$ cat src/design/mvic_pkg.sv
// constants of the multilevel vectored interrupt controller
package mvic_pkg;

  // ----------------------------------------
  // sizes
  // ----------------------------------------
  localparam int NUM_SRC = 22;
  localparam int NUM_VEC = 10;
  localparam int NUM_EXT = 6;
  localparam int NUM_PER = 16;
  localparam int VEC_W = 20;
  localparam int VIDX_W = 4;
  localparam int TRIG_W = 3;
  localparam int LVL_W = 2;
  localparam int ISR_W = 3;
  localparam int STBY_W = 2;

  // ----------------------------------------
  // priority levels, ranked by code
  // ----------------------------------------
  localparam logic [1:0] LVL_NONE = 2'h0;
  localparam logic [1:0] LVL_LOW = 2'h1;
  localparam logic [1:0] LVL_HIGH = 2'h2;
  localparam logic [1:0] LVL_TOP = 2'h3;
  localparam int ISR_B_LOW = 0;
  localparam int ISR_B_HIGH = 1;
  localparam int ISR_B_TOP = 2;

  // ----------------------------------------
  // external pin trigger modes
  // ----------------------------------------
  localparam logic [2:0] TRIG_RISE = 3'h0;
  localparam logic [2:0] TRIG_FALL = 3'h1;
  localparam logic [2:0] TRIG_BOTH = 3'h2;
  localparam logic [2:0] TRIG_HIGH = 3'h3;
  localparam logic [2:0] TRIG_LOW = 3'h4;
  // one bit per mode code, set where the pin supports it
  localparam logic [4:0] MODES_EDGE_LVL = 5'h1b;
  localparam logic [4:0] MODES_EDGE = 5'h07;
  localparam int NUM_LVL_PINS = 2;

  // ----------------------------------------
  // standby modes
  // ----------------------------------------
  localparam logic [1:0] STBY_RUN = 2'h0;
  localparam logic [1:0] STBY_HALT = 2'h1;
  localparam logic [1:0] STBY_HOLD = 2'h2;
  localparam logic [1:0] STBY_XHOLD = 2'h3;

  // ----------------------------------------
  // source layout: ext pins 0..5, then peripherals
  // ----------------------------------------
  localparam int SRC_EXT0 = 0;
  localparam int SRC_PORT0 = 17;
  localparam int SRC_BASE_TMR = 21;
  localparam logic [5:0] HOLD_PIN_MASK = 6'h37;
  localparam int VEC_EXT0 = 0;
  localparam int VEC_EXT1 = 1;
  localparam int VEC_SHARE_BT = 3;
  localparam int VEC_PORT0 = 9;

  localparam logic [21:0] VEC_SRC_MASK [0:NUM_VEC-1] = '{
    22'h000001, 22'h000002, 22'h000054, 22'h200028, 22'h000080,
    22'h000300, 22'h000c00, 22'h003000, 22'h01c000, 22'h1e0000};

  localparam logic [19:0] VEC_ADDR [0:NUM_VEC-1] = '{
    20'h00003, 20'h0000b, 20'h00013, 20'h0001b, 20'h00023,
    20'h0002b, 20'h00033, 20'h0003b, 20'h00043, 20'h0004b};

endpackage : mvic_pkg

$ cat src/design/mvic_ext_det.sv
// trigger detector for one external interrupt pin
`timescale 1ns/1ps
module mvic_ext_det #(
  parameter logic [4:0] ALLOW_MODES = 5'h1f
) (
  // clock and reset
  input wire logic clk_i,
  input wire logic rst_i,
  // pin and mode
  input wire logic pin_i,
  input wire logic [2:0] mode_i,
  // detection
  output logic hit_o,
  output logic lvl_o
);
  import mvic_pkg::*;

  logic prev_reg;
  logic mode_ok;

  // tracks the pin through reset too, so a pin already high gives no false edge
  always_ff @(posedge clk_i) begin
    prev_reg <= pin_i;
  end

  // unsupported modes never fire
  assign mode_ok = (mode_i <= TRIG_LOW) && ALLOW_MODES[mode_i];

  always_comb begin
    hit_o = 1'b0;
    lvl_o = 1'b0;
    if (mode_ok) begin
      case (mode_i)
        TRIG_RISE: begin
          hit_o = pin_i & ~prev_reg;
          lvl_o = pin_i;
        end
        TRIG_FALL: begin
          hit_o = ~pin_i & prev_reg;
          lvl_o = ~pin_i;
        end
        TRIG_BOTH: begin
          hit_o = pin_i ^ prev_reg;
          lvl_o = pin_i;
        end
        TRIG_HIGH: begin
          hit_o = pin_i;
          lvl_o = pin_i;
        end
        TRIG_LOW: begin
          hit_o = ~pin_i;
          lvl_o = ~pin_i;
        end
        default: begin
          hit_o = 1'b0;
          lvl_o = 1'b0;
        end
      endcase
    end
  end
endmodule : mvic_ext_det

$ cat src/design/mvic_ctrl.sv
// multilevel vectored interrupt controller, 22 sources on 10 vectors
// Behaviour
// three levels rank highest above high above low in every arbitration.
// no request at or below the level in service is accepted.
// of several pending vectors the one with the highest level is granted first.
// among equal levels the smallest vector address wins.
// 22 sources merge onto 10 fixed vectors, shared ones told apart by software flags.
// ext_irq_zero goes to 00003h, ext_irq_one to 0000bh, each highest or low level.
// 00013h serves ext two, timer zero low half, ext four; 0001bh ext three, five, base timer.
// timer zero high half at 00023h, timer one halves at 0002bh, high or low level.
// serial zero and async receive at 00033h, serial one and async transmit at 0003bh.
// converter and timers six, seven at 00043h; port zero, timers four, five, pwm at 0004bh.
// in halt any pending interrupt wakes the core, peripherals keep running.
// in hold and crystal hold pins zero, one, two, four, five at their level wake the core.
// a port zero interrupt condition also ends hold.
// in crystal hold a base timer interrupt ends the mode.
// pins zero, one take edges and levels but not both edges; two, three take edges only.
// acceptance raises the service level and a return restores the previous one.
`timescale 1ns/1ps
module mvic_ctrl (
  // clock and reset
  input wire logic REF_CLK_I,
  input wire logic RST_I,
  // external interrupt pins
  input wire logic [mvic_pkg::NUM_EXT-1:0] EXT_PIN_I,
  input wire logic [mvic_pkg::NUM_EXT*mvic_pkg::TRIG_W-1:0] EXT_MODE_I,
  input wire logic [mvic_pkg::NUM_EXT-1:0] EXT_EN_I,
  input wire logic [mvic_pkg::NUM_EXT-1:0] EXT_FLAG_CLR_I,
  output logic [mvic_pkg::NUM_EXT-1:0] EXT_FLAG_O,
  // peripheral requests
  input wire logic [mvic_pkg::NUM_PER-1:0] PERIPH_REQ_I,
  // configuration
  input wire logic [mvic_pkg::NUM_VEC-1:0] VEC_LVL_SEL_I,
  input wire logic IRQ_GLOBAL_EN_I,
  // cpu handshake
  output logic IRQ_REQ_O,
  output logic [mvic_pkg::VEC_W-1:0] IRQ_VEC_O,
  output logic [mvic_pkg::LVL_W-1:0] IRQ_LVL_O,
  input wire logic IRQ_ACK_I,
  input wire logic IRQ_RETURN_I,
  output logic [mvic_pkg::ISR_W-1:0] ISR_LVL_O,
  // standby
  input wire logic [mvic_pkg::STBY_W-1:0] STBY_MODE_I,
  output logic WAKE_O
);
  import mvic_pkg::*;

  logic [NUM_EXT-1:0] ext_hit;
  logic [NUM_EXT-1:0] ext_lvl;
  logic [NUM_EXT-1:0] ext_flag_reg;
  logic [NUM_SRC-1:0] src;
  logic [NUM_VEC-1:0] vec_pend;
  logic [LVL_W-1:0] vec_lvl [NUM_VEC];
  logic [LVL_W-1:0] best_lvl;
  logic [VIDX_W-1:0] best_idx;
  logic [LVL_W-1:0] cur_lvl;
  logic grantable;
  logic ack_take;
  logic req_reg;
  logic [VEC_W-1:0] vec_addr_reg;
  logic [LVL_W-1:0] lvl_reg;
  logic [ISR_W-1:0] isr_reg;
  logic [ISR_W-1:0] isr_next;

  // ----------------------------------------
  // external pin detection
  // ----------------------------------------
  for (genvar e = 0; e < NUM_EXT; e++) begin : g_ext
    mvic_ext_det #(
      .ALLOW_MODES((e < NUM_LVL_PINS) ? MODES_EDGE_LVL : MODES_EDGE)
    ) u_det (
      .clk_i(REF_CLK_I),
      .rst_i(RST_I),
      .pin_i(EXT_PIN_I[e]),
      .mode_i(EXT_MODE_I[e*TRIG_W +: TRIG_W]),
      .hit_o(ext_hit[e]),
      .lvl_o(ext_lvl[e])
    );
  end

  // sticky flags, a new hit beats the clear
  always_ff @(posedge REF_CLK_I) begin
    if (RST_I) begin
      ext_flag_reg <= '0;
    end else begin
      ext_flag_reg <= (ext_flag_reg & ~EXT_FLAG_CLR_I) | (ext_hit & EXT_EN_I);
    end
  end

  assign EXT_FLAG_O = ext_flag_reg;
  assign src = {PERIPH_REQ_I, ext_flag_reg};

  // ----------------------------------------
  // per vector merge and level
  // ----------------------------------------
  for (genvar v = 0; v < NUM_VEC; v++) begin : g_vec
    assign vec_pend[v] = |(src & VEC_SRC_MASK[v]);
    always_comb begin
      if (!vec_pend[v]) begin
        vec_lvl[v] = LVL_NONE;
      end else if (v <= VEC_EXT1) begin
        vec_lvl[v] = VEC_LVL_SEL_I[v] ? LVL_TOP : LVL_LOW;
      end else begin
        vec_lvl[v] = VEC_LVL_SEL_I[v] ? LVL_HIGH : LVL_LOW;
      end
    end
  end

  // ----------------------------------------
  // arbitration
  // ----------------------------------------
  // strict compare keeps the lowest index on ties
  always_comb begin
    best_lvl = LVL_NONE;
    best_idx = '0;
    for (int v = 0; v < NUM_VEC; v++) begin
      if (vec_lvl[v] > best_lvl) begin
        best_lvl = vec_lvl[v];
        best_idx = VIDX_W'(v);
      end
    end
  end

  always_comb begin
    if (isr_reg[ISR_B_TOP]) begin
      cur_lvl = LVL_TOP;
    end else if (isr_reg[ISR_B_HIGH]) begin
      cur_lvl = LVL_HIGH;
    end else if (isr_reg[ISR_B_LOW]) begin
      cur_lvl = LVL_LOW;
    end else begin
      cur_lvl = LVL_NONE;
    end
  end

  assign grantable = IRQ_GLOBAL_EN_I && (best_lvl > cur_lvl);
  assign ack_take = IRQ_ACK_I && req_reg;

  // offer drops for one cycle after acceptance so the new level applies
  always_ff @(posedge REF_CLK_I) begin
    if (RST_I) begin
      req_reg <= 1'b0;
    end else begin
      req_reg <= grantable && !ack_take && !IRQ_RETURN_I;
    end
  end

  always_ff @(posedge REF_CLK_I) begin
    if (RST_I) begin
      vec_addr_reg <= '0;
      lvl_reg <= LVL_NONE;
    end else begin
      vec_addr_reg <= VEC_ADDR[best_idx];
      lvl_reg <= best_lvl;
    end
  end

  assign IRQ_REQ_O = req_reg;
  assign IRQ_VEC_O = vec_addr_reg;
  assign IRQ_LVL_O = lvl_reg;

  // ----------------------------------------
  // in-service levels
  // ----------------------------------------
  // return is applied before a same-cycle acceptance
  always_comb begin
    isr_next = isr_reg;
    if (IRQ_RETURN_I) begin
      if (isr_reg[ISR_B_TOP]) begin
        isr_next[ISR_B_TOP] = 1'b0;
      end else if (isr_reg[ISR_B_HIGH]) begin
        isr_next[ISR_B_HIGH] = 1'b0;
      end else begin
        isr_next[ISR_B_LOW] = 1'b0;
      end
    end
    if (ack_take) begin
      case (lvl_reg)
        LVL_TOP: isr_next[ISR_B_TOP] = 1'b1;
        LVL_HIGH: isr_next[ISR_B_HIGH] = 1'b1;
        LVL_LOW: isr_next[ISR_B_LOW] = 1'b1;
        default: isr_next = isr_next;
      endcase
    end
  end

  always_ff @(posedge REF_CLK_I) begin
    if (RST_I) begin
      isr_reg <= '0;
    end else begin
      isr_reg <= isr_next;
    end
  end

  assign ISR_LVL_O = isr_reg;

  // ----------------------------------------
  // standby wake-up
  // ----------------------------------------
  // combinational so it works with the clocks stopped
  always_comb begin
    case (STBY_MODE_I)
      STBY_HALT: WAKE_O = |vec_pend;
      STBY_HOLD: WAKE_O = (|(ext_lvl & EXT_EN_I & HOLD_PIN_MASK)) || src[SRC_PORT0];
      STBY_XHOLD: WAKE_O = (|(ext_lvl & EXT_EN_I & HOLD_PIN_MASK)) || src[SRC_PORT0]
                           || src[SRC_BASE_TMR];
      default: WAKE_O = 1'b0;
    endcase
  end

  // ----------------------------------------
  // check helpers
  // ----------------------------------------
  logic [LVL_W-1:0] chk_max_lvl;
  logic [VIDX_W-1:0] chk_min_idx;
  logic [NUM_VEC-1:0] chk_is_top;
  logic [NUM_VEC-1:0] chk_is_high;

  for (genvar v = 0; v < NUM_VEC; v++) begin : g_chk
    assign chk_is_top[v] = (vec_lvl[v] == LVL_TOP);
    assign chk_is_high[v] = (vec_lvl[v] == LVL_HIGH);
  end

  always_comb begin
    if (|chk_is_top) begin
      chk_max_lvl = LVL_TOP;
    end else if (|chk_is_high) begin
      chk_max_lvl = LVL_HIGH;
    end else if (|vec_pend) begin
      chk_max_lvl = LVL_LOW;
    end else begin
      chk_max_lvl = LVL_NONE;
    end
  end

  always_comb begin
    chk_min_idx = '0;
    for (int v = NUM_VEC - 1; v >= 0; v--) begin
      if (vec_pend[v] && (vec_lvl[v] == chk_max_lvl)) begin
        chk_min_idx = VIDX_W'(v);
      end
    end
  end
endmodule : mvic_ctrl

$ cat config.mk
export PLATFORM = sky130hd
export DESIGN_NAME = mvic_ctrl
export DESIGN_NICKNAME = d
export VERILOG_FILES = /design/src/design/mvic_pkg.sv /design/src/design/mvic_ext_det.sv /design/src/design/mvic_ctrl.sv
export SDC_FILE = /design/constraint.sdc
export NUM_CORES = 1
export LEC_CHECK = 0
export ABC_AREA = 1
export BUFFER_PORTS_ARGS = -buffer_cell sky130_fd_sc_hd__buf_2
export CAP_MARGIN = 20
export CORE_MARGIN = 2
export CORE_UTILIZATION = 49
export DETAILED_ROUTE_END_ITERATION = 10
export GPL_ROUTABILITY_DRIVEN = 0
export HOLD_SLACK_MARGIN = 0.08
export PLACE_DENSITY = 0.86
export RECOVER_POWER = 25
export SLEW_MARGIN = 20
export SYNTH_ARGS = -nofsm -noshare
export SYNTH_HDL_FRONTEND = slang
export SYNTH_SLANG_ARGS = --single-unit
$ cat constraint.sdc
create_clock -name REF_CLK_I -period 8.1 [get_ports REF_CLK_I]
set_input_delay 0.81 -clock REF_CLK_I [delete_from_list [all_inputs] [get_ports REF_CLK_I]]
set_output_delay 0.81 -clock REF_CLK_I [all_outputs]
set_load 0.02 [all_outputs]
==> metrics.yaml, run 1 <==
cts_tree: "yes"
worstHoldStart: "EXT_FLAG_O[5]"
fin_worst_skew_ns: 0.01129
antenna_found_initial: 0
grt.total_usage_pct: 19.40
synthCells: 342
portBuffers: 87
cts.htree.levels: 1
arrival_ns: 7.67
num_vias: 2352
cts_buffers: 3
totalPowerFinal_w: 0.0004453
syn_area_um2: 2399
start_util_pct: 50.78
crit_path_end_kind: "register"
seqCellArea_um2: 460.4
grt_pass1_vias: 2178
drtIter0Drc: 62
critPathBufInv: 8
yosysWarningCount: 0
io_pins: 102
post_route_cells_drive_above_1_share_pct: 28.37
reg2regPathDepth: 51
fin_crit_sh_pct: 92.48
die_w_um: 73.97
fin_util_pct: 61.25
diodes: 0
hold_depth: 2
grt_first_pass_wirelength_um: 8452
wl_per_cell_um: 10.26
synth-seq-area-share_pct: 19.20
dp_hpwl_um: 4579
cpMaxStageDelayCell: "ha_1"
finalCriticalPeriod_ns: 7.491
cp_common_cell: "ha_1"
layout_commonest_cell: "buf_2"
slew_headroom_pct: 51.11
powerDensity_nw_per_um2: 153.9
clkTransAtPathRegs_ns: 0.09
finalHoldViolations: 0
use_met2_pct: 38.19
critPathMaxFanout: 4
crit_type: "input pin to register"
worst_pin_slew_ns: 0.7266
syn_avg_cell_area_um2: 7.013
gr-usage-met3_pct: 3.794
clockRootBuffer: "clkbuf_8"
rrSetupSlack_ns: 0.78
grt_busiest_layer: "met2"
max-cap-violations: 0
dr.pass1.iters: 4
setup_tns_ns: 0
ant_nets: 0
viasPerCell: 4.732
grt_max_degree: 16
min_path_type: "register to register"
setup_viol: 0
maxSlewViolCount: 0
fp.coreArea_um2: 4723
area_growth_pct: 20.60
rsz0062_at_grt: "false"
dieArea_um2: 5471
die_h_um: 73.97
rows: 25
met1_usage_pct: 21.27
worstPathRequired_ns: 8.28
grt-ovfl-total: 0
drt-total-wl_um: 5101
clock-sinks: 23
reg2reg_to: "IRQ_REQ_O"
cts_max_path_buffers: 2
ys_seq_elements: 23
status: "finished clean"
fmax_ghz: 0.1335
reg2reg_from: "EXT_FLAG_O[1]"
ir_drop_mv: 0.08309
cp_top_family: "adder cells"
multi_input_area_um2: 1569
most-common-layout-cells: "buf_2 (80), inv_1 (67), nand2_1 (46), ha_1 (43), nor2_1 (39)"
final.fill_count: 442
cts.hold.buffers_added: 0
timing.hold.ws_ns: 0.4950
fin_nets: 543
max_stage_delay_ns: 0.32
cp-start-kind: "input pin"
power_leakage_nw: 1.692
clk_latency_ns: 0.27
post-route-drc-count: 0
holdPathEnd: "EXT_FLAG_O[5]"
ys_types: 41
-- routing by layer --
metal	part of all wire [%]	vias to the layer above	wire length, um
met2	52	73	2667
li1	-	1233	-
met4	0.78	0	40
met3	5.8	4	297
met1	41	1042	2096
met5	0	-	0
-- cell type report --
| class | instances | area share (%) |
|---|---|---|
| repair buffers | 87 | 14.75 |
| multi-input cells | 239 | 54.24 |
| well taps | 67 | 2.898 |
| flip-flops and latches | 23 | 15.92 |
| clock buffers | 4 | 1.557 |
| inverters | 77 | 10.64 |
-- worst max path at each step --
stage / start / to / slack (ns) / cells after the start
after global placement: PERIPH_REQ_I[0] / IRQ_REQ_O / 0.59 / 51
after detailed placement: PERIPH_REQ_I[0] / IRQ_REQ_O / 0.22 / 51
final: VEC_LVL_SEL_I[1] / IRQ_REQ_O / 0.61 / 50
after CTS: PERIPH_REQ_I[0] / IRQ_REQ_O / 0.48 / 52
after global routing: PERIPH_REQ_I[0] / IRQ_REQ_O / 0.02 / 52
after floorplan: VEC_LVL_SEL_I[1] / IRQ_REQ_O / 0.89 / 49
-- Yosys cell counts --
cell,count,share of area (%)
buf_4,15,4.7
o21bai_1,1,0.31
o2111ai_1,1,0.37
nand2_1,46,7.2
o221ai_1,1,0.37
a21oi_1,18,3.8
nand3_2,7,2.9
o22ai_2,1,0.52
inv_2,6,0.94
a21boi_0,1,0.31
and2_1,2,0.52
o21ai_4,3,2.0
o21ai_0,9,1.9
nor3_1,6,1.3
a31oi_1,3,0.78
o21ai_1,4,0.83
o21a_1,2,0.63
o311ai_0,1,0.37
nor4_1,2,0.52
nand3_1,8,1.7
inv_4,1,0.26
a211oi_1,2,0.63
nand2_2,4,1.0
a221o_1,1,0.42
bufinv_8,1,0.73
inv_1,67,10
and2_2,1,0.31
clkinv_2,2,0.42
or2_1,1,0.26
o22ai_1,1,0.26
o211ai_1,4,1.3
nor2_2,5,1.3
a21oi_2,1,0.37
ha_1,43,22
dfxtp_1,23,19
clkbuf_1,1,0.16
o21bai_2,3,1.4
or2_2,2,0.52
conb_1,1,0.16
nor2_1,40,6.3
nand4_1,1,0.26
-- through the flow --
| step | area (um^2) | setup WS [ns] | std cells |
|---|---|---|---|
| after floorplan | 2447 | 0.8929 | 355 |
| after global placement | 2850 | 0.5948 | 493 |
| after detailed placement | 2850 | 0.2227 | 493 |
| after CTS | 2895 | 0.4845 | 497 |
| after global routing | 2893 | 0.02057 | 497 |
| final | 2893 | 0.6091 | 497 |
-- power breakdown --
part	internal [W]	switching, W
Combinational	0.0000961	0.000146
Sequential	0.000125	0.00000540
Clock	0.0000351	0.0000376
Total	0.000256	0.000189
-- worst min-delay path: stages (launching register included) --
cell and delay [ns]:
dfxtp_1 0.34, nand2_1 0.07, a21oi_1 0.05
-- what timing repair did --
action,CTS,global route
buffers inserted,0,0
setup endpoints to repair,0,1
gates resized for setup,0,2
-- cells by family (layout without fill, tap and decap cells) --
| family | count (synthesis) | count (layout) | synth area share [%] |
|---|---|---|---|
| AND/OR/NAND/NOR | 125 | 125 | 24.05 |
| other | 1 | 14 | 0.1563 |
| flip-flops | 23 | 23 | 19.20 |
| AO/OA/AOI/OAI | 57 | 57 | 16.48 |
| buffers and inverters | 93 | 168 | 17.68 |
| adder cells (fa/ha/maj) | 43 | 43 | 22.43 |
Power figures use the tool's default switching activity.
==> inputs of run 2 (changes only) <==
- BUFFER_PORTS_ARGS: -buffer_cell sky130_fd_sc_hd__buf_2 -> -buffer_cell sky130_fd_sc_hd__clkbuf_2
- CTS_CLUSTER_SIZE: default -> 24
- RECOVER_POWER: 25 -> default
==> run 2 against run 1 <==
Effect of this change:
- final cell count is the same
- hold slack lost 0.0041 ns
- sequential power is essentially flat
- wire length shrank 0.76%
- first-iteration DRC count grew 4.8%
- register-to-register slack lost 0.08 ns
- core utilization grew 0.21 points
- critical path depth grew 1
==> metrics.yaml, run 2 (same netlist as run 1, synthesis figures left out) <==
cts_buffers: 3  # unchanged
cts.htree.levels: 1  # unchanged
setup_tns_ns: 0  # unchanged
cp-start-kind: "input pin"  # unchanged
ctsResizeCount: 0  # unchanged
stdcell_count: 497  # unchanged
clock-sinks: 23  # unchanged
portBuffers: 87  # unchanged
drt-total-wl_um: 5062  # was 5101 um
grt.total_usage_pct: 19.04  # was 19.40%
cp_common_cell: "ha_1"  # unchanged
cts_setup_buffers: 0  # unchanged
post-route-drc-count: 0  # unchanged
timing.hold.ws_ns: 0.4909  # was 0.4950 ns
dp_cells: 493  # unchanged
crit_path_end_kind: "register"  # unchanged
num_vias: 2272  # was 2352
rows: 25  # unchanged
ir_drop_mv: 0.09778  # was 0.08309 mV
power_leakage_nw: 1.720  # was 1.692 nW
fin_worst_skew_ns: 0.001250  # was 0.01129 ns
finalCriticalPeriod_ns: 7.592  # was 7.491 ns
die_h_um: 73.97  # unchanged
max-cap-violations: 0  # unchanged
area_growth_pct: 21.02  # was 20.60%
grt_pass1_vias: 2055  # was 2178
ant_nets: 0  # unchanged
arrival_ns: 7.79  # was 7.67 ns
fin_util_pct: 61.46  # was 61.25%
most-common-layout-cells: "clkbuf_2 (87), inv_1 (67), nand2_1 (46), ha_1 (43), nor2_1 (39)"  # was buf_2 (80), inv_1 (67), nand2_1 (46), ha_1 (43), nor2_1 (39)
clk_latency_ns: 0.27  # about the same
finalHoldViolations: 0  # unchanged
fmax_ghz: 0.1317  # was 0.1335 GHz
cpMaxStageDelayCell: "ha_1"  # unchanged
fin_crit_sh_pct: 93.73  # was 92.48%
die_w_um: 73.97  # unchanged
critPathMaxFanout: 4  # unchanged
diodes: 0  # unchanged
clockRootBuffer: "clkbuf_8"  # unchanged
setup_viol: 0  # unchanged
fp.coreArea_um2: 4723  # unchanged
start_util_pct: 50.78  # unchanged
clkTransAtPathRegs_ns: 0.09  # about the same
layout_commonest_cell: "clkbuf_2"  # was buf_2
post_route_cells_drive_above_1_share_pct: 30.23  # was 28.37%
antenna_found_initial: 0  # unchanged
min_path_type: "register to register"  # unchanged
max_stage_delay_ns: 0.33  # was 0.32 ns
final.fill_count: 433  # was 442
viasPerCell: 4.571  # was 4.732
crit_type: "input pin to register"  # unchanged
critPathBufInv: 8  # unchanged
dieArea_um2: 5471  # unchanged
drtIter0Drc: 65  # was 62
grt_max_degree: 16  # unchanged
io_pins: 102  # unchanged
cp_top_family: "adder cells"  # unchanged
powerDensity_nw_per_um2: 155.1  # was 153.9 nW/um^2
cts_tree: "yes"  # unchanged
worst_pin_slew_ns: 0.7046  # was 0.7266 ns
cts_max_path_buffers: 2  # unchanged
worstPathRequired_ns: 8.29  # was 8.28 ns
cts.hold.buffers_added: 0  # unchanged
maxSlewViolCount: 0  # unchanged
wl_per_cell_um: 10.19  # was 10.26 um
status: "finished clean"  # unchanged
grt_first_pass_wirelength_um: 8190  # was 8452 um
fin_nets: 543  # unchanged
stdcell_area_um2: 2903  # was 2893 um^2
dr.pass1.iters: 4  # unchanged
rsz0062_at_grt: "false"  # unchanged
place_area_um2: 2850  # unchanged
dp_hpwl_um: 4493  # was 4579 um
grt-ovfl-total: 0  # unchanged
slew_headroom_pct: 52.59  # was 51.11%
[run 2: stage by stage]
stage	power [W]	worst slack, ns
5_1_grt	0.0004909	0.07608
3_3_place_gp	0.0003628	0.6084
3_5_place_dp	0.0003755	0.1567
4_1_cts	0.0004522	0.4219
6_report	0.0004501	0.5078
2_1_floorplan	0.0003189	0.8929
[run 2: tightest hold or removal path: cells and delay by family (launching register included)]
family           cells  cell delay (ns)
AO/OA/AOI/OAI        1             0.05
flip-flops           1             0.33
AND/OR/NAND/NOR      1             0.07
[run 2: cell type report]
class | count | area, um^2 | share of cell area [%]
clock buffer | 3 | 41.29 | 1.422
clock inverter | 1 | 5.005 | 0.1724
inverter | 77 | 307.8 | 10.60
multi-input combinational | 239 | 1569 | 54.05
sequential | 23 | 460.4 | 15.86
tap | 67 | 83.83 | 2.888
timing repair buffer | 87 | 435.4 | 15.00
[run 2: report_power, final]
group          switching [W]  internal, W  leakage, nW  total [W]
clock network      0.0000416    0.0000344       0.0255  0.0000761
logic               0.000147    0.0000966         1.50   0.000243
registers         0.00000563     0.000125        0.190   0.000131
total               0.000194     0.000256         1.72   0.000450
[run 2: path summary, 6_finish.rpt]
kind              cells after the start        startpoint  slack (ns)       endpoint
hold reg to reg                       2     EXT_FLAG_O[3]        0.49  EXT_FLAG_O[3]
setup reg to reg                     52     EXT_FLAG_O[1]        0.70      IRQ_REQ_O
hold / removal                        2     EXT_FLAG_O[3]        0.49  EXT_FLAG_O[3]
setup / recovery                     51  VEC_LVL_SEL_I[1]        0.51      IRQ_REQ_O
[run 2: per-layer routing]
layer  global-route usage [%]  vias to the layer above  part of all wire (%)
li1                         -                     1229                     -
met1                    22.12                      967                    41
met2                    36.01                       72                    51
met3                    2.575                        4                   6.4
met4                    5.657                        0                  0.99
met5                        0                        -                     0
